**src/psbm_pkg.sv**
```systemverilog
// Package of constants and carrier types for the pseudo-static bus mode and burst block
package psbm_pkg;
   // ****************************************
   // Timing
   // ****************************************
   localparam int CLK_MHZ = 25;
   localparam int INIT_TIME_US = 150;
   localparam int INIT_CYCLES = INIT_TIME_US * CLK_MHZ;
   localparam int INIT_CNT_W = 13;
   localparam int ROW_SHORT_WORDS = 128;
   localparam int ROW_LONG_WORDS = 256;
   localparam int REFRESH_EXTRA = 2;
   localparam int FIFO_DEPTH = 8;
   localparam int DATA_W = 16;
   localparam int ADDR_W = 22;

   // ****************************************
   // Bus configuration fields
   // ****************************************
   localparam int BCR_MODE_BIT = 15;
   localparam int BCR_LAT_MODE_BIT = 14;
   localparam int BCR_LAT_LSB = 11;
   localparam int BCR_WAIT_POL_BIT = 10;
   localparam int BCR_LEN_LSB = 0;
   localparam logic [15:0] BCR_RESET = 16'h9D1F;
   localparam logic [2:0] LEN_4 = 3'h1;
   localparam logic [2:0] LEN_8 = 3'h2;
   localparam logic [2:0] LEN_16 = 3'h3;
   localparam logic [2:0] LEN_32 = 3'h4;
   localparam logic [2:0] LEN_CONT = 3'h7;

   // ****************************************
   // Refresh configuration fields
   // ****************************************
   localparam int RCR_PAGE_BIT = 7;
   localparam int RCR_DPD_BIT = 4;
   localparam logic [15:0] RCR_RESET = 16'h0010;
   localparam logic [1:0] REG_SEL_RCR = 2'h0;
   localparam logic [1:0] REG_SEL_BCR = 2'h2;
   localparam int REG_SEL_LSB = 18;

   // ****************************************
   // Carriers
   // ****************************************
   typedef struct packed {
      logic chip_select_n;
      logic output_enable_n;
      logic write_enable_n;
      logic address_valid_n;
      logic register_select;
      logic upper_byte_select_n;
      logic lower_byte_select_n;
      logic burst_clk;
   } psbm_ctrl_t;

   typedef struct packed {
      logic [1:0] byte_en;
      logic [ADDR_W-1:0] addr;
      logic [DATA_W-1:0] data;
   } psbm_word_t;

   typedef enum logic [5:0] {
      ST_INIT = 6'h01,
      ST_IDLE = 6'h02,
      ST_ASYNC = 6'h04,
      ST_LATENCY = 6'h08,
      ST_BURST = 6'h10,
      ST_DPD = 6'h20
   } psbm_state_t;
endpackage

```
**src/psbm_core.sv**
```systemverilog
// Bus mode decode and burst control of the pseudo-static memory interface
// Contract
// - Register select high targets configuration
// - Wait polarity from bus configuration bit
// - Byte selects choose affected data lanes
// - Standby floats data and wait
// - Burst mode enabled by configuration bit
// - Synchronous reads ignore byte masking
// - Deep power-down on select rise, bit zero
// - Sync mode allows async writes too
// - Self-initialise defaults for 150 us
// - Page mode bit in refresh configuration
// - Address, direction captured on first edge
// - Burst lengths 4, 8, 16, 32, continuous
// - Continuous burst runs to row end
// - Latency count delays first word
// - Variable read latency, writes always fixed
// - Fixed latency includes refresh allowance
// - Wait during latency and row boundary
`timescale 1ns/1ps
module psbm_core #(
   parameter int INIT_CYCLES = psbm_pkg::INIT_CYCLES,
   parameter int ROW_WORDS = psbm_pkg::ROW_SHORT_WORDS
) (
   input wire logic clk_i,
   input wire logic reset_n_i,
   input wire psbm_pkg::psbm_ctrl_t ctrl_i,
   input wire logic [psbm_pkg::ADDR_W-1:0] addr_i,
   input wire logic [psbm_pkg::DATA_W-1:0] dq_i,
   output logic [psbm_pkg::DATA_W-1:0] dq_o,
   output logic [1:0] dq_oe_o,
   output logic wait_o,
   output logic wait_oe_o,
   input wire logic refresh_busy_i,
   input wire logic [psbm_pkg::DATA_W-1:0] array_rdata_i,
   output logic array_valid_o,
   input wire logic array_ready_i,
   output psbm_pkg::psbm_word_t array_word_o,
   output logic array_write_o,
   output logic array_read_o,
   output logic [psbm_pkg::ADDR_W-1:0] array_raddr_o,
   output logic [15:0] bus_config_reg_o,
   output logic [15:0] refresh_config_reg_o,
   output logic page_mode_o,
   output logic deep_power_down_o,
   output logic init_done_o
);
   // ****************************************
   // Pin synchronisation
   // ****************************************
   psbm_pkg::psbm_ctrl_t cs;
   logic [psbm_pkg::ADDR_W-1:0] addr_s;
   logic [psbm_pkg::DATA_W-1:0] dq_s;
   logic refresh_s;

   psbm_sync3 #(.W(8), .INIT(8'hF6)) u_sync_ctrl (
      .clk_i(clk_i),
      .reset_n_i(reset_n_i),
      .async_i(ctrl_i),
      .sync_o(cs)
   );
   psbm_sync3 #(.W(psbm_pkg::ADDR_W + psbm_pkg::DATA_W + 1)) u_sync_data (
      .clk_i(clk_i),
      .reset_n_i(reset_n_i),
      .async_i({addr_i, dq_i, refresh_busy_i}),
      .sync_o({addr_s, dq_s, refresh_s})
   );

   // ****************************************
   // Helpers
   // ****************************************
   function automatic logic [5:0] burst_words(input logic [2:0] len);
      case (len)
         psbm_pkg::LEN_4: burst_words = 6'h04;
         psbm_pkg::LEN_8: burst_words = 6'h08;
         psbm_pkg::LEN_16: burst_words = 6'h10;
         psbm_pkg::LEN_32: burst_words = 6'h20;
         default: burst_words = 6'h00;
      endcase
   endfunction

   function automatic logic [1:0] lanes(input logic ub_n, input logic lb_n);
      lanes = {~ub_n, ~lb_n};
   endfunction

   // ****************************************
   // State
   // ****************************************
   psbm_pkg::psbm_state_t st_q, st_d;
   logic [psbm_pkg::INIT_CNT_W-1:0] init_q, init_d;
   logic [15:0] bcr_q, bcr_d, rcr_q, rcr_d;
   logic [psbm_pkg::ADDR_W-1:0] baddr_q, baddr_d;
   logic bwrite_q, bwrite_d, breg_q, breg_d;
   logic [5:0] lat_q, lat_d, left_q, left_d;
   logic [psbm_pkg::DATA_W-1:0] dq_q, dq_d;
   logic [1:0] oe_q, oe_d;
   logic wait_act_q, wait_act_d;
   logic clk_prev_q, cs_prev_q, we_prev_q;
   logic clk_rise, cs_rise, cs_fall, we_rise;
   logic fifo_valid, fifo_ready;
   psbm_pkg::psbm_word_t fifo_word;
   logic [5:0] blen;
   logic at_row_end, burst_en, fixed_lat;

   assign clk_rise = cs.burst_clk && !clk_prev_q;
   assign cs_rise = cs.chip_select_n && !cs_prev_q;
   assign cs_fall = !cs.chip_select_n && cs_prev_q;
   assign we_rise = cs.write_enable_n && !we_prev_q;
   assign blen = burst_words(bcr_q[psbm_pkg::BCR_LEN_LSB +: 3]);
   assign burst_en = !bcr_q[psbm_pkg::BCR_MODE_BIT];
   assign fixed_lat = bcr_q[psbm_pkg::BCR_LAT_MODE_BIT];
   assign at_row_end = (baddr_q[7:0] & 8'(ROW_WORDS - 1)) == 8'(ROW_WORDS - 1);

   always_comb begin
      st_d = st_q;
      init_d = init_q;
      bcr_d = bcr_q;
      rcr_d = rcr_q;
      baddr_d = baddr_q;
      bwrite_d = bwrite_q;
      breg_d = breg_q;
      lat_d = lat_q;
      left_d = left_q;
      dq_d = dq_q;
      oe_d = '0;
      wait_act_d = wait_act_q;
      fifo_valid = 1'b0;
      fifo_word = '0;
      case (st_q)
         psbm_pkg::ST_INIT: begin
            // Defaults loaded at reset; pins ignored until count ends
            init_d = psbm_pkg::INIT_CNT_W'(init_q + 1'b1);
            if (init_q == psbm_pkg::INIT_CNT_W'(INIT_CYCLES - 1)) begin
               st_d = psbm_pkg::ST_IDLE;
            end
         end
         psbm_pkg::ST_IDLE: begin
            wait_act_d = 1'b0;
            if (!cs.chip_select_n && !cs.address_valid_n) begin
               if (burst_en && cs.burst_clk) begin
                  // Address and direction latched on first clocked edge
                  baddr_d = addr_s;
                  bwrite_d = !cs.write_enable_n;
                  breg_d = cs.register_select;
                  lat_d = 6'(bcr_q[psbm_pkg::BCR_LAT_LSB +: 3]);
                  // Writes and fixed reads add worst-case refresh allowance
                  if (fixed_lat || !cs.write_enable_n) begin
                     lat_d = 6'(lat_d + 6'(psbm_pkg::REFRESH_EXTRA));
                  end
                  left_d = cs.register_select ? 6'h01 : blen;
                  wait_act_d = 1'b1;
                  st_d = psbm_pkg::ST_LATENCY;
               end else if (!cs.burst_clk) begin
                  baddr_d = addr_s;
                  breg_d = cs.register_select;
                  bwrite_d = 1'b0;
                  st_d = psbm_pkg::ST_ASYNC;
               end
            end
         end
         psbm_pkg::ST_ASYNC: begin
            if (burst_en && clk_rise) begin
               st_d = psbm_pkg::ST_IDLE;
            end
            if (!cs.address_valid_n) begin
               baddr_d = addr_s;
            end
            if (!cs.write_enable_n) begin
               bwrite_d = 1'b1;
            end else if (!cs.output_enable_n) begin
               // Async read: register or array data on selected lanes
               oe_d = lanes(cs.upper_byte_select_n, cs.lower_byte_select_n);
               if (breg_q) begin
                  dq_d = (baddr_q[psbm_pkg::REG_SEL_LSB +: 2] == psbm_pkg::REG_SEL_BCR)
                     ? bcr_q : rcr_q;
               end else begin
                  dq_d = array_rdata_i;
               end
            end
            if (we_rise && bwrite_q) begin
               bwrite_d = 1'b0;
               if (breg_q) begin
                  if (baddr_q[psbm_pkg::REG_SEL_LSB +: 2] == psbm_pkg::REG_SEL_BCR) begin
                     bcr_d = addr_s[15:0];
                  end else begin
                     rcr_d = addr_s[15:0];
                  end
               end else begin
                  fifo_valid = 1'b1;
                  fifo_word.addr = baddr_q;
                  fifo_word.data = dq_s;
                  fifo_word.byte_en = lanes(cs.upper_byte_select_n,
                     cs.lower_byte_select_n);
               end
            end
         end
         psbm_pkg::ST_LATENCY: begin
            // Variable read latency stretched while refresh busy
            if (clk_rise && !(refresh_s && !fixed_lat && !bwrite_q)) begin
               if (lat_q <= 6'h01) begin
                  wait_act_d = 1'b0;
                  st_d = psbm_pkg::ST_BURST;
               end else begin
                  lat_d = 6'(lat_q - 1'b1);
               end
            end
         end
         psbm_pkg::ST_BURST: begin
            // Stopped clock holds the burst: nothing advances
            if (!bwrite_q && !cs.output_enable_n) begin
               oe_d = 2'h3;
               dq_d = breg_q ? ((baddr_q[psbm_pkg::REG_SEL_LSB +: 2] ==
                  psbm_pkg::REG_SEL_BCR) ? bcr_q : rcr_q) : array_rdata_i;
            end
            if (clk_rise && !wait_act_q) begin
               if (bwrite_q) begin
                  if (breg_q) begin
                     if (baddr_q[psbm_pkg::REG_SEL_LSB +: 2] == psbm_pkg::REG_SEL_BCR) begin
                        bcr_d = baddr_q[15:0];
                     end else begin
                        rcr_d = baddr_q[15:0];
                     end
                  end else begin
                     fifo_valid = 1'b1;
                     fifo_word.addr = baddr_q;
                     fifo_word.data = dq_s;
                     fifo_word.byte_en = lanes(cs.upper_byte_select_n,
                        cs.lower_byte_select_n);
                  end
               end
               if (left_q == 6'h01) begin
                  wait_act_d = 1'b1;
               end else if (left_q == 6'h00 && at_row_end) begin
                  wait_act_d = 1'b1;
               end else begin
                  // Fixed bursts wrap inside their length
                  baddr_d = (left_q == 6'h00) ? psbm_pkg::ADDR_W'(baddr_q + 1'b1) :
                     {baddr_q[psbm_pkg::ADDR_W-1:5],
                      (baddr_q[4:0] & ~5'(blen - 1'b1)) |
                      (5'(baddr_q[4:0] + 1'b1) & 5'(blen - 1'b1))};
                  if (left_q != 6'h00) begin
                     left_d = 6'(left_q - 1'b1);
                  end
               end
            end
         end
         psbm_pkg::ST_DPD: begin
            wait_act_d = 1'b0;
            if (cs_fall) begin
               rcr_d[psbm_pkg::RCR_DPD_BIT] = 1'b1;
               st_d = psbm_pkg::ST_IDLE;
            end
         end
         default: st_d = psbm_pkg::ST_IDLE;
      endcase
      // Deselect ends any cycle; deep power-down if enabled
      if (st_q != psbm_pkg::ST_INIT && st_q != psbm_pkg::ST_DPD && cs.chip_select_n) begin
         oe_d = '0;
         wait_act_d = 1'b0;
         st_d = (cs_rise && !rcr_d[psbm_pkg::RCR_DPD_BIT]) ? psbm_pkg::ST_DPD :
            psbm_pkg::ST_IDLE;
      end
   end

   always_ff @(posedge clk_i) begin
      if (!reset_n_i) begin
         st_q <= psbm_pkg::ST_INIT;
         init_q <= '0;
         bcr_q <= psbm_pkg::BCR_RESET;
         rcr_q <= psbm_pkg::RCR_RESET;
         baddr_q <= '0;
         bwrite_q <= 1'b0;
         breg_q <= 1'b0;
         lat_q <= '0;
         left_q <= '0;
         dq_q <= '0;
         oe_q <= '0;
         wait_act_q <= 1'b0;
         clk_prev_q <= 1'b0;
         cs_prev_q <= 1'b1;
         we_prev_q <= 1'b1;
      end else begin
         st_q <= st_d;
         init_q <= init_d;
         bcr_q <= bcr_d;
         rcr_q <= rcr_d;
         baddr_q <= baddr_d;
         bwrite_q <= bwrite_d;
         breg_q <= breg_d;
         lat_q <= lat_d;
         left_q <= left_d;
         dq_q <= dq_d;
         oe_q <= oe_d;
         wait_act_q <= wait_act_d;
         clk_prev_q <= cs.burst_clk;
         cs_prev_q <= cs.chip_select_n;
         we_prev_q <= cs.write_enable_n;
      end
   end

   // ****************************************
   // Write path buffer
   // ****************************************
   // Full buffer drops words; array drain must keep pace with bursts
   psbm_fifo #(.WIDTH($bits(psbm_pkg::psbm_word_t)), .DEPTH(psbm_pkg::FIFO_DEPTH)) u_fifo (
      .clk_i(clk_i),
      .reset_n_i(reset_n_i),
      .in_valid_i(fifo_valid),
      .in_ready_o(fifo_ready),
      .in_data_i(fifo_word),
      .out_valid_o(array_valid_o),
      .out_ready_i(array_ready_i),
      .out_data_o(array_word_o)
   );

   assign array_write_o = fifo_valid && fifo_ready;
   assign array_read_o = (st_q == psbm_pkg::ST_ASYNC || st_q == psbm_pkg::ST_BURST) &&
      !bwrite_q && !breg_q;
   assign array_raddr_o = baddr_q;
   assign dq_o = dq_q;
   assign dq_oe_o = oe_q;
   // Wait floats under deselect, level set by polarity bit
   assign wait_oe_o = !cs.chip_select_n && st_q != psbm_pkg::ST_INIT &&
      st_q != psbm_pkg::ST_DPD;
   assign wait_o = wait_act_q ~^ bcr_q[psbm_pkg::BCR_WAIT_POL_BIT];
   assign bus_config_reg_o = bcr_q;
   assign refresh_config_reg_o = rcr_q;
   assign page_mode_o = rcr_q[psbm_pkg::RCR_PAGE_BIT];
   assign deep_power_down_o = (st_q == psbm_pkg::ST_DPD);
   assign init_done_o = (st_q != psbm_pkg::ST_INIT);
endmodule

```
**src/psbm_sync3.sv**
```systemverilog
// Three-stage pin synchroniser with agreement filter
`timescale 1ns/1ps
module psbm_sync3 #(
   parameter int W = 8,
   parameter logic [W-1:0] INIT = '0
) (
   input wire logic clk_i,
   input wire logic reset_n_i,
   input wire logic [W-1:0] async_i,
   output logic [W-1:0] sync_o
);
   logic [W-1:0] s1_q, s2_q, s3_q, out_q;
   logic [W-1:0] s1_d, s2_d, s3_d, out_d;

   always_comb begin
      s1_d = async_i;
      s2_d = s1_q;
      s3_d = s2_q;
      // Change counts only once stages two and three agree
      out_d = out_q;
      for (int i = 0; i < W; i++) begin
         if (s2_q[i] == s3_q[i]) begin
            out_d[i] = s3_q[i];
         end
      end
   end

   always_ff @(posedge clk_i) begin
      if (!reset_n_i) begin
         s1_q <= INIT;
         s2_q <= INIT;
         s3_q <= INIT;
         out_q <= INIT;
      end else begin
         s1_q <= s1_d;
         s2_q <= s2_d;
         s3_q <= s3_d;
         out_q <= out_d;
      end
   end

   assign sync_o = out_q;
endmodule

```
**src/psbm_fifo.sv**
```systemverilog
// Parameterised valid/ready FIFO
`timescale 1ns/1ps
module psbm_fifo #(
   parameter int WIDTH = 40,
   parameter int DEPTH = 8
) (
   input wire logic clk_i,
   input wire logic reset_n_i,
   input wire logic in_valid_i,
   output logic in_ready_o,
   input wire logic [WIDTH-1:0] in_data_i,
   output logic out_valid_o,
   input wire logic out_ready_i,
   output logic [WIDTH-1:0] out_data_o
);
   localparam int AW = $clog2(DEPTH);
   logic [WIDTH-1:0] mem_q [DEPTH];
   logic [AW-1:0] wr_q, wr_d, rd_q, rd_d;
   logic [AW:0] cnt_q, cnt_d;
   logic push, pop;

   always_comb begin
      push = in_valid_i && (cnt_q != AW'(0) + (AW+1)'(DEPTH));
      pop = out_ready_i && (cnt_q != '0);
      wr_d = push ? AW'(wr_q + AW'(1)) : wr_q;
      rd_d = pop ? AW'(rd_q + AW'(1)) : rd_q;
      cnt_d = (AW+1)'(cnt_q + (AW+1)'(push) - (AW+1)'(pop));
   end

   always_ff @(posedge clk_i) begin
      if (!reset_n_i) begin
         wr_q <= '0;
         rd_q <= '0;
         cnt_q <= '0;
      end else begin
         wr_q <= wr_d;
         rd_q <= rd_d;
         cnt_q <= cnt_d;
      end
      if (push) begin
         mem_q[wr_q] <= in_data_i;
      end
   end

   assign in_ready_o = (cnt_q != (AW+1)'(DEPTH));
   assign out_valid_o = (cnt_q != '0);
   assign out_data_o = mem_q[rd_q];
endmodule

```
**config.mk**
```make
export PLATFORM = sky130hd
export DESIGN_NAME = psbm_core
export DESIGN_NICKNAME = d
export VERILOG_FILES = /design/src/psbm_pkg.sv /design/src/psbm_core.sv /design/src/psbm_sync3.sv /design/src/psbm_fifo.sv
export SDC_FILE = /design/constraint.sdc
export NUM_CORES = 1
export LEC_CHECK = 0
export BUFFER_PORTS_ARGS = -buffer_cell sky130_fd_sc_hd__buf_4
export CORE_AREA = 2 2 249 251
export CTS_CLUSTER_DIAMETER = 40
export DETAILED_ROUTE_END_ITERATION = 6
export DIE_AREA = 0 0 251 253
export GPL_TIMING_DRIVEN = 0
export PLACE_DENSITY = 0.58
export SLEW_MARGIN = 30
export SYNTH_ARGS = -nofsm -noshare
export SYNTH_HDL_FRONTEND = slang
export SYNTH_SLANG_ARGS = --single-unit
```
**constraint.sdc**
```tcl
create_clock -name clk_i -period 9.3 [get_ports clk_i]
set_input_delay 1.86 -clock clk_i [delete_from_list [all_inputs] [get_ports clk_i]]
set_output_delay 1.86 -clock clk_i [all_outputs]
set_load 0.005 [all_outputs]
```
Yosys cells after proc, flatten, opt, wreduce, memory -nomap -nowiden

Memories as Yosys holds them, arrays and structs flattened. A register that Yosys moved wholly into a read port is not among the register bits.
Cells that the tools add are included.

Memory bits (writable): 320
Word-level logic and storage cells: 346
Memories kept: 1
Flip-flop bits (word level): 307

Memories:

| memory       | words | width | read ports | clocked after Yosys merged registers in | wr ports | RTL line        | text |
|---|---|---|---|---|---|---|---|
| u_fifo.mem_q | 8     | 40    | 1          | 1                                       | 1        | psbm_fifo.sv:17 | `logic [WIDTH-1:0] mem_q [DEPTH];` |

Order comparisons: 1
Bitwise logic cells: 8
Equality and inequality tests: 98
Reductions and logical operators: 60
Mux-type cells: 94
Add/sub/neg operators: 11

Operator list:

| kind                  | count |
|---|---|
| $mux 16               | 19 |
| $mux 22               | 8 |
| $mux 40               | 4 |
| $mux 6                | 21 |
| $pmux 40 s2           | 1 |
| $pmux 22 s3           | 1 |
| $pmux 16 s2           | 2 |
| $eq 1x1->1            | 47 |
| $ne 2x2->1 const B    | 23 |
| $pmux 6 s6            | 1 |
| $reduce_and 8->1      | 4 |
| $ne 3x3->1 const B    | 8 |
| $pmux 6 s2            | 2 |
| $pmux 6 s4            | 1 |
| $logic_and 1x1->1     | 23 |
| $add 22x1->22 const B | 1 |
| $pmux 11 s2           | 1 |
| $mux 1                | 21 |
| $logic_not 1->1       | 14 |
| $reduce_and 7->1      | 2 |
| $add 13x1->13 const B | 1 |
| $eq 13x12->1 const B  | 1 |
| $eq 6x1->1 const B    | 2 |
| $sub 6x1->6 const B   | 2 |
| 45 further kinds      | 62 |

Logic depth before layout (Yosys ltp)

Gate-level depths: netlist of run 1.

Depth after elaboration: 11
Mapped depth: 12

Modules after synthesis

Synthesis of run 1 repeated with hierarchy kept, for this count alone.

Cells, all modules: 1831
Area, all modules: 24715.0 µm²

Modules (own cells, without submodules):

| module                    | cells each | sequential area each (µm²) | area an instance (µm²) | instances |
|---|---|---|---|---|
| psbm_fifo                 | 541        | 9869.5                     | 13031.2                | 1 |
| psbm_core                 | 800        | 2182.1                     | 6165.9                 | 1 |
| psbm_sync3 at u_sync_data | 407        | 3123.0                     | 4585.6                 | 1 |
| psbm_sync3 at u_sync_ctrl | 83         | 640.6                      | 932.1                  | 1 |

Worst setup path after synthesis of run 1

Ideal clock, no wire load.

Kind: register to register
From: reg st_q[2]
To: mem u_fifo.mem_q[1][0], enable pin
Arrival: 5.994 ns
Setup slack: 2.754 ns
Clock period less this slack: 6.546 ns
Stages on the path, launching flop included: 7
Path buffers: 1
Setup time: 0.552 ns
Cells stage by stage: dfxtp_1 > buf_2 > or4_4 > or4_4 > a21oi_4 > nand2_2 > nor4b_1

Cells in the longest elaborated chain, start to end: 5

Ends and longest elaborated chain:

| item                                            | RTL line         | text |
|---|---|---|
| start: declaration                              | psbm_core.sv:89  | `psbm_pkg::psbm_state_t st_q, st_d;` |
| start signal: assignment                        | psbm_core.sv:267 | `st_q <= psbm_pkg::ST_INIT;` |
| start signal: assignment                        | psbm_core.sv:283 | `st_q <= st_d;` |
| $eq 6x5->1 / $eq 6x3->1 (equally long branches) | psbm_core.sv:129 | `case (st_q)` |
| $pmux 1 s2 *                                    | psbm_core.sv:129 |  |
| $logic_and 1x1->1 *                             | psbm_fifo.sv:23  | `push = in_valid_i && (cnt_q != AW'(0) + (AW+1)'(DEPTH));` |
| $mux 1 *                                        | psbm_fifo.sv:40  | `if (push) begin` |
| $mux 1 (not written as such) *                  | psbm_fifo.sv:41  | `mem_q[wr_q] <= in_data_i;` |
| end: declaration                                | psbm_fifo.sv:17  |  |

Every way passes the cells marked *; elsewhere a longest branch is shown, timed or not.

Worst setup path after layout of run 1

From: reg st_q[2]
To: out array_write_o

Cells in the longest elaborated chain, start to end: 3

Ends and longest elaborated chain:

| item                                            | RTL line         | text |
|---|---|---|
| $eq 6x5->1 / $eq 6x3->1 (equally long branches) | psbm_core.sv:129 |  |
| $pmux 1 s2 *                                    | psbm_core.sv:129 |  |
| $logic_and 1x1->1 *                             | psbm_core.sv:316 | `assign array_write_o = fifo_valid && fifo_ready;` |
| end: declaration                                | psbm_core.sv:39  | `output logic array_write_o,` |

Marked as above.

==> flow_summary.json, run 1 <==
{
  "max_stage_delay_ns": 0.61,
  "floorplan.initialDensity_pct": 39.60,
  "grt_overflow": 0,
  "worstPathArrival_ns": 3.06,
  "placement_rows": 91,
  "io_pins": 186,
  "syn-num-nets": 1936,
  "synth.distinct_cells": 74,
  "final_cells": 3045,
  "slew_viol_final": 0,
  "yosysWarningCount": 0,
  "grt_max_degree": 18,
  "synth_simple_gate_area_share_pct": 13.09,
  "grt_pass1_vias": 16350,
  "hold_class": "flop to flop",
  "gp_congestion": 0.9203,
  "core_area_um2": 61030,
  "path_clk_slew_ns": 0.06,
  "finalHoldViolCount": 0,
  "area_delta_synth_final_pct": 23.63,
  "min_period_over_period_pct": 52.86,
  "wl_mm": 64.48,
  "path_common_cell": "or4_4",
  "synth_edf_count": 320,
  "root_buffer": "clkbuf_16",
  "max_slew.worst_pin.slew_ns": 1.016,
  "dominantRegCellSynth": "edfxtp_1",
  "die_w_um": 251,
  "cp_slowest_cell": "or4_4",
  "status": "complete, no violations",
  "nNetsFinal": 2266,
  "crit_path_start": "st_q[2]",
  "final_cell_mix": "edfxtp_1, dfxtp_1, buf_4",
  "cp.required_ns": 7.44,
  "hold_buffers": 0,
  "cp_cell_sequence": "buf_2 -> or4_4 -> or4_4 -> a21oi_4 -> nand2_2 -> inv_2 -> buf_4",
  "critPathLaunchType": "flop",
  "route.detailed.wl_per_inst_um": 21.18,
  "holdWs_ns": 0.3934,
  "synth_top_family_by_area": "simple AND/OR/NAND/NOR gates",
  "drtPass1Iterations": 5,
  "synthAdderAreaFrac_pct": 0.9629,
  "final_common_cell": "edfxtp_1",
  "die_height_um": 253,
  "ctsResizeCount": 0,
  "cp-end-kind": "output port",
  "vias": 16000,
  "period_needed_ns": 4.916,
  "drtIter0Drc": 1209,
  "r2r_start": "st_q[2]",
  "port_buffers": 185,
  "dp_cells": 2884,
  "cts_sinks": 630,
  "critPathMaxFanout": 9,
  "power_leakage_nw": 11.17,
  "fillers": 5461,
  "relSlewSlack_pct": 32.25,
  "synth_area_um2": 24170,
  "synth_compound_area_share_pct": 8.252,
  "muxShareOfSynthArea_pct": 9.443,
  "drc": 0,
  "clk-insertion-delay-late_ns": 0.63,
  "grt_pass1_wl_mm": 98.03,
  "antenna_found_initial": 1,
  "fin_skew_ns": 0.02878,
  "hp-start": "u_sync_ctrl.s1_q[5]",
  "cts_max_level": 3,
  "synthXorXnorAreaFrac_pct": 0.7973,
  "setup_viol": 0,
  "postSynth.asyncResetShare_pct": 0,
  "fin_tns_setup_ns": 0,
  "cts_tree": "done",
  "powerDensity_nw_per_um2": 227.1,
  "ys_seq_area_share_pct": 65.44,
  "diodes": 0,
  "peakVddDrop_v": 0.0001423,
  "drive_above_1_share_pct": 24.70,
  "clock.fmax_mhz": 203.4,
  "cts-buffers-inserted": 86,
  "vias_per_cell": 5.256,
  "cap_violations": 0,
  "grt_usage_pct": 20.44,
  "setup.worst_path.class": "flop to output port",
  "power_w": 0.006787,
  "post_cts_buffers": 0,
  "utilization_pct": 48.96,
  "postRouteAntennaNets": 0,
  "syn_inst": 1852,
  "clockBufferDepth": 3,
  "die_area_um2": 63500,
  "ys_ff_latch": 630,
  "rsz0062_at_grt": "false",
  "avgSynthCellArea_um2": 13.05,
  "hpwlAfterDp_mm": 46.73
}
[cells by family after synthesis]
kind of cell,count (synthesis)
XOR/XNOR,22
AND/OR/NAND/NOR,622
adder cells (fa/ha/maj),18
flip-flops,630
multiplexers,123
buffers and inverters,124
AO/OA/AOI/OAI,313
[state kept, by name, indices dropped and copies added, names as in the netlist, 2 cells and up, named ones only]
name / count
array_raddr_o: 19
bus_config_reg_o: 16
dq_o: 16
dq_oe_o: 2
init_q: 13
lat_q: 6
left_q: 6
refresh_config_reg_o: 16
st_q: 6
u_fifo.cnt_q: 4
u_fifo.mem_q: 320
u_fifo.rd_q: 3
u_fifo.wr_q: 3
u_sync_ctrl.s1_q: 8
u_sync_ctrl.s2_q: 8
u_sync_ctrl.s3_q: 8
u_sync_ctrl.sync_o: 8
u_sync_data.s1_q: 39
u_sync_data.s2_q: 39
u_sync_data.s3_q: 39
u_sync_data.sync_o: 39
[cells in the mapped netlist, drive strengths merged (18+ instances only)]
master,count,share of area (%)
edfxtp,320,40
dfxtp,310,26
nand2,195,3.0
and2,167,4.3
a21oi,110,2.3
nor2,102,1.6
o21ai,84,1.8
mux4,80,7.5
clkbuf,79,1.2
mux2,40,1.9
nand2b,36,0.93
nand3,31,0.64
inv,23,0.36
a211oi,21,0.65
buf,21,0.41
a22oi,18,0.56
[path summary, 6_finish.rpt]
kind	end	slack, ns	depth (start not counted)
worst max-delay path	array_write_o	4.38	7
worst min-delay path	u_sync_ctrl.s2_q[5]	0.39	1
worst max register to register	u_fifo.mem_q[1][4]	5.05	11
worst min register to register	u_sync_ctrl.s2_q[5]	0.39	1
[layer usage]
| layer | vias to the layer above | part of all wire, % | GRT usage [%] |
|---|---|---|---|
| met5 | - | 0 | 0 |
| met4 | 0 | 3.0 | 7.568 |
| met3 | 115 | 5.5 | 3.433 |
| met2 | 489 | 49 | 34.55 |
| met1 | 7929 | 42 | 26.47 |
| li1 | 7471 | - | - |
[power by group]
group          internal [W]  switching [W]  total [W]
Clock               0.00193        0.00128    0.00321
Sequential          0.00294      0.0000309    0.00297
Combinational      0.000271       0.000333   0.000603
[final cells by class]
cell class / instances / area, µm² / area share (%)
plain buffers: 100 / 405.4 / 1.357
clock buffers: 98 / 2218 / 7.425
clock inverters: 63 / 643.1 / 2.152
inverters: 24 / 90.09 / 0.3015
multi-input cells: 1098 / 7919 / 26.50
flip-flops and latches: 630 / 15820 / 52.93
well taps: 790 / 988.4 / 3.308
repair buffers: 242 / 1799 / 6.022
[worst max-delay path, delay by kind of cell, from the launching register on]
kind,cells,cell delay [ns]
flops,1,0.29
buf+inv,3,0.46
simple gates,3,1.36
compound gates,1,0.31
[metrics by stage]
stage	area, µm²	worst slack, ns
3_3_place_gp	26550	-1.916
6_report	29880	4.384
4_1_cts	29870	4.170
3_5_place_dp	27010	4.848
5_1_grt	29880	4.147
2_1_floorplan	24170	2.754
Power figures use the tool's default switching activity.
==> run 2, diff against run 1 <==
--- a/config.mk
+++ b/config.mk
@@ -5,13 +5,14 @@
 export SDC_FILE = /design/constraint.sdc
 export NUM_CORES = 1
 export LEC_CHECK = 0
+export ABC_AREA = 1
 export BUFFER_PORTS_ARGS = -buffer_cell sky130_fd_sc_hd__buf_4
-export CORE_AREA = 2 2 249 251
+export CORE_AREA = 2 2 255 257
 export CTS_CLUSTER_DIAMETER = 40
 export DETAILED_ROUTE_END_ITERATION = 6
-export DIE_AREA = 0 0 251 253
+export DIE_AREA = 0 0 257 259
 export GPL_TIMING_DRIVEN = 0
-export PLACE_DENSITY = 0.58
+export PLACE_DENSITY = 0.59
 export SLEW_MARGIN = 30
 export SYNTH_ARGS = -nofsm -noshare
 export SYNTH_HDL_FRONTEND = slang
==> constraint.sdc (replaced) <==
create_clock -name clk_i -period 3.95 [get_ports clk_i]
set_input_delay 0.79 -clock clk_i [delete_from_list [all_inputs] [get_ports clk_i]]
set_output_delay 0.79 -clock clk_i [all_outputs]
set_load 0.005 [all_outputs]
==> flow_summary.json, run 2 <==
{
  "ys_seq_area_share_pct": 62.61,
  "status": "complete, no violations",
  "clockBufferDepth": 3,
  "placement_rows": 93,
  "vias_per_cell": 5.009,
  "crit_family": "buffers and inverters",
  "postSynth.asyncResetShare_pct": 0,
  "die_height_um": 259,
  "floorplan.initialDensity_pct": 39.54,
  "port_buffers": 185,
  "drtPass1Iterations": 5,
  "cts_sinks": 630,
  "slew_viol_final": 0,
  "max_slew.worst_pin.slew_ns": 0.8687,
  "min_period_over_period_pct": 95.03,
  "diodes": 0,
  "postRouteAntennaNets": 0,
  "wl_mm": 74.27,
  "io_pins": 186,
  "cp.required_ns": 3.16,
  "peakVddDrop_v": 0.0003503,
  "cts_max_level": 3,
  "avgSynthCellArea_um2": 9.280,
  "root_buffer": "clkbuf_16",
  "yosysTopAreaCellShare_pct": 38.04,
  "cp_cell_sequence": "buf_2 -> clkbuf_1 -> clkbuf_1 -> nor2_1 -> nor2_1 -> o21ai_0 -> a31oi_1 -> buf_4",
  "yosysWarningCount": 0,
  "drtIter0Drc": 1482,
  "route.detailed.wl_per_inst_um": 18.68,
  "area_delta_synth_final_pct": 24.27,
  "fillers": 5945,
  "critPathBufInv": 4,
  "setup.worst_path.class": "flop to output port",
  "dominantRegCellSynth": "edfxtp_1",
  "drc": 0,
  "regMostFlops": "u_fifo.mem_q",
  "vias": 19910,
  "grt_max_degree": 15,
  "antenna_found_initial": 0,
  "cts_tree": "done",
  "rsz0062_at_grt": "false",
  "cp-end-kind": "output port",
  "synth_common_cells": "nor2_1, nand2_1, edfxtp_1, dfxtp_1, o21ai_0",
  "path_clk_slew_ns": 0.06,
  "max_stage_delay_ns": 0.53,
  "final_cell_mix": "nor2_1, nand2_1, edfxtp_1",
  "cts-buffers-inserted": 89,
  "drive_above_1_share_pct": 15.96,
  "holdWs_ns": 0.3354,
  "hold_class": "input port to flop",
  "fin_skew_ns": 0.02999,
  "synth_top_cell_by_area": "edfxtp_1",
  "nNetsFinal": 3127,
  "grt_usage_pct": 22.11,
  "cp_slowest_cell": "clkbuf_1",
  "synth_area_um2": 25260,
  "syn-num-nets": 2806,
  "die_w_um": 257,
  "dp_cells": 3808,
  "largest_reg_flops": 320,
  "relSlewSlack_pct": 41.59,
  "grt_pass1_wl_mm": 113.2,
  "clk-insertion-delay-late_ns": 0.66,
  "grt_pass1_vias": 19400,
  "critPathMaxFanout": 10,
  "gp_congestion": 0.9376,
  "synth_area_leaders": "edfxtp_1, dfxtp_1, nor2_1, nand2_1, o21ai_0",
  "grt_overflow": 0,
  "syn_inst": 2722,
  "cap_violations": 0,
  "finalHoldViolCount": 0,
  "synth_edf_count": 320,
  "final_cells": 3975,
  "final_common_cell": "nor2_1",
  "period_needed_ns": 3.754,
  "critPathLaunchType": "flop",
  "clock.fmax_mhz": 266.4,
  "hpwlAfterDp_mm": 54.57,
  "power_leakage_nw": 13.26,
  "core_area_um2": 63880,
  "die_area_um2": 66560,
  "synth.most_common_cell": "nor2_1",
  "worstPathArrival_ns": 2.96,
  "setup_viol": 0,
  "synth.distinct_cells": 45,
  "ys_ff_latch": 630,
  "powerDensity_nw_per_um2": 622.3
}
[run 2: cell types whose count changed after synthesis, moves of 40 or more]
| cell | before | now |
|---|---|---|
| and2_1 | 167 | 0 |
| nand2_1 | 194 | 404 |
| a31oi_1 | 8 | 57 |
| nor2_1 | 100 | 536 |
| mux2_2 | 40 | 0 |
| o22ai_1 | 2 | 42 |
| mux4_2 | 80 | 0 |
| inv_1 | 22 | 260 |
| nand3_1 | 31 | 89 |
| o21ai_0 | 83 | 293 |
[run 2: metrics by stage]
step / instance area [µm²] / setup TNS (ns) / utilization, % / power (W) / setup WS [ns]
final: 31390 / 0 / 49.14 / 0.01953 / 0.1964
after global routing: 31390 / 0 / 49.14 / 0.02043 / 0.01610
after CTS: 31380 / 0 / 49.12 / 0.01968 / 0.02777
after detailed placement: 28160 / 0 / 44.08 / 0.01130 / 0.6793
after global placement: 27720 / -1042.42 / 43.40 / 0.01124 / -3.934
after floorplan: 25260 / -174.88 / - / 0.009633 / -0.6259
[run 2: per-layer routing]
metal	wire [µm]	part of all wire (%)	GRT usage [%]
met1	31160	42	27.92
met2	35890	48	37.61
met3	4874	6.6	4.745
met4	2343	3.2	7.590
met5	0	0	0
[run 2: logic make-up after synthesis]
kind of cell	share of synthesized area [%]
compound gates	11.03
xor+xnor	0.4508
fa+ha+maj	0.9213
buf+inv	6.182
flops	62.61
simple gates	18.81
[run 2: layout make-up]
class	count	area (µm²)	area share, %
flip-flops and latches	630	15820	50.38
clock inverters	69	870.8	2.774
plain buffers	130	558.0	1.778
multi-input cells	1692	7929	25.26
clock buffers	99	2346	7.474
repair buffers	231	1787	5.692
well taps	855	1070	3.408
inverters	269	1013	3.229
[run 2: power breakdown]
part	leakage [nW]	internal (W)	switching [W]
clock network	1.56	0.00519	0.00316
logic	5.75	0.00137	0.00242
registers	5.95	0.00707	0.000320
total	13.3	0.0136	0.00591
[run 2: final timing paths]
check / depth (start not counted) / from / slack [ns] / endpoint
max reg2reg: 9 / st_q[5] / 0.68 / u_fifo.mem_q[3][35]
min reg2reg: 2 / u_sync_data.s1_q[6] / 0.40 / u_sync_data.s2_q[6]
max: 8 / flop / 0.20 / array_word_o[4]
min: 2 / ctrl_i[7] / 0.34 / u_sync_ctrl.s1_q[7]
[run 2: repair_timing]
item,4_1_cts,5_1_grt
endpoints found under the hold margin,0,0
setup buffers,0,0
hold buffers,0,0
gates resized for setup,2,11
setup endpoints to repair,2,9
[run 2: worst reg2reg max path: cells and delay by family (launching register included)]
family,cells,cell delay (ns)
simple gates,6,1.86
buf+inv,2,0.52
flops,1,0.33
compound gates,1,0.27
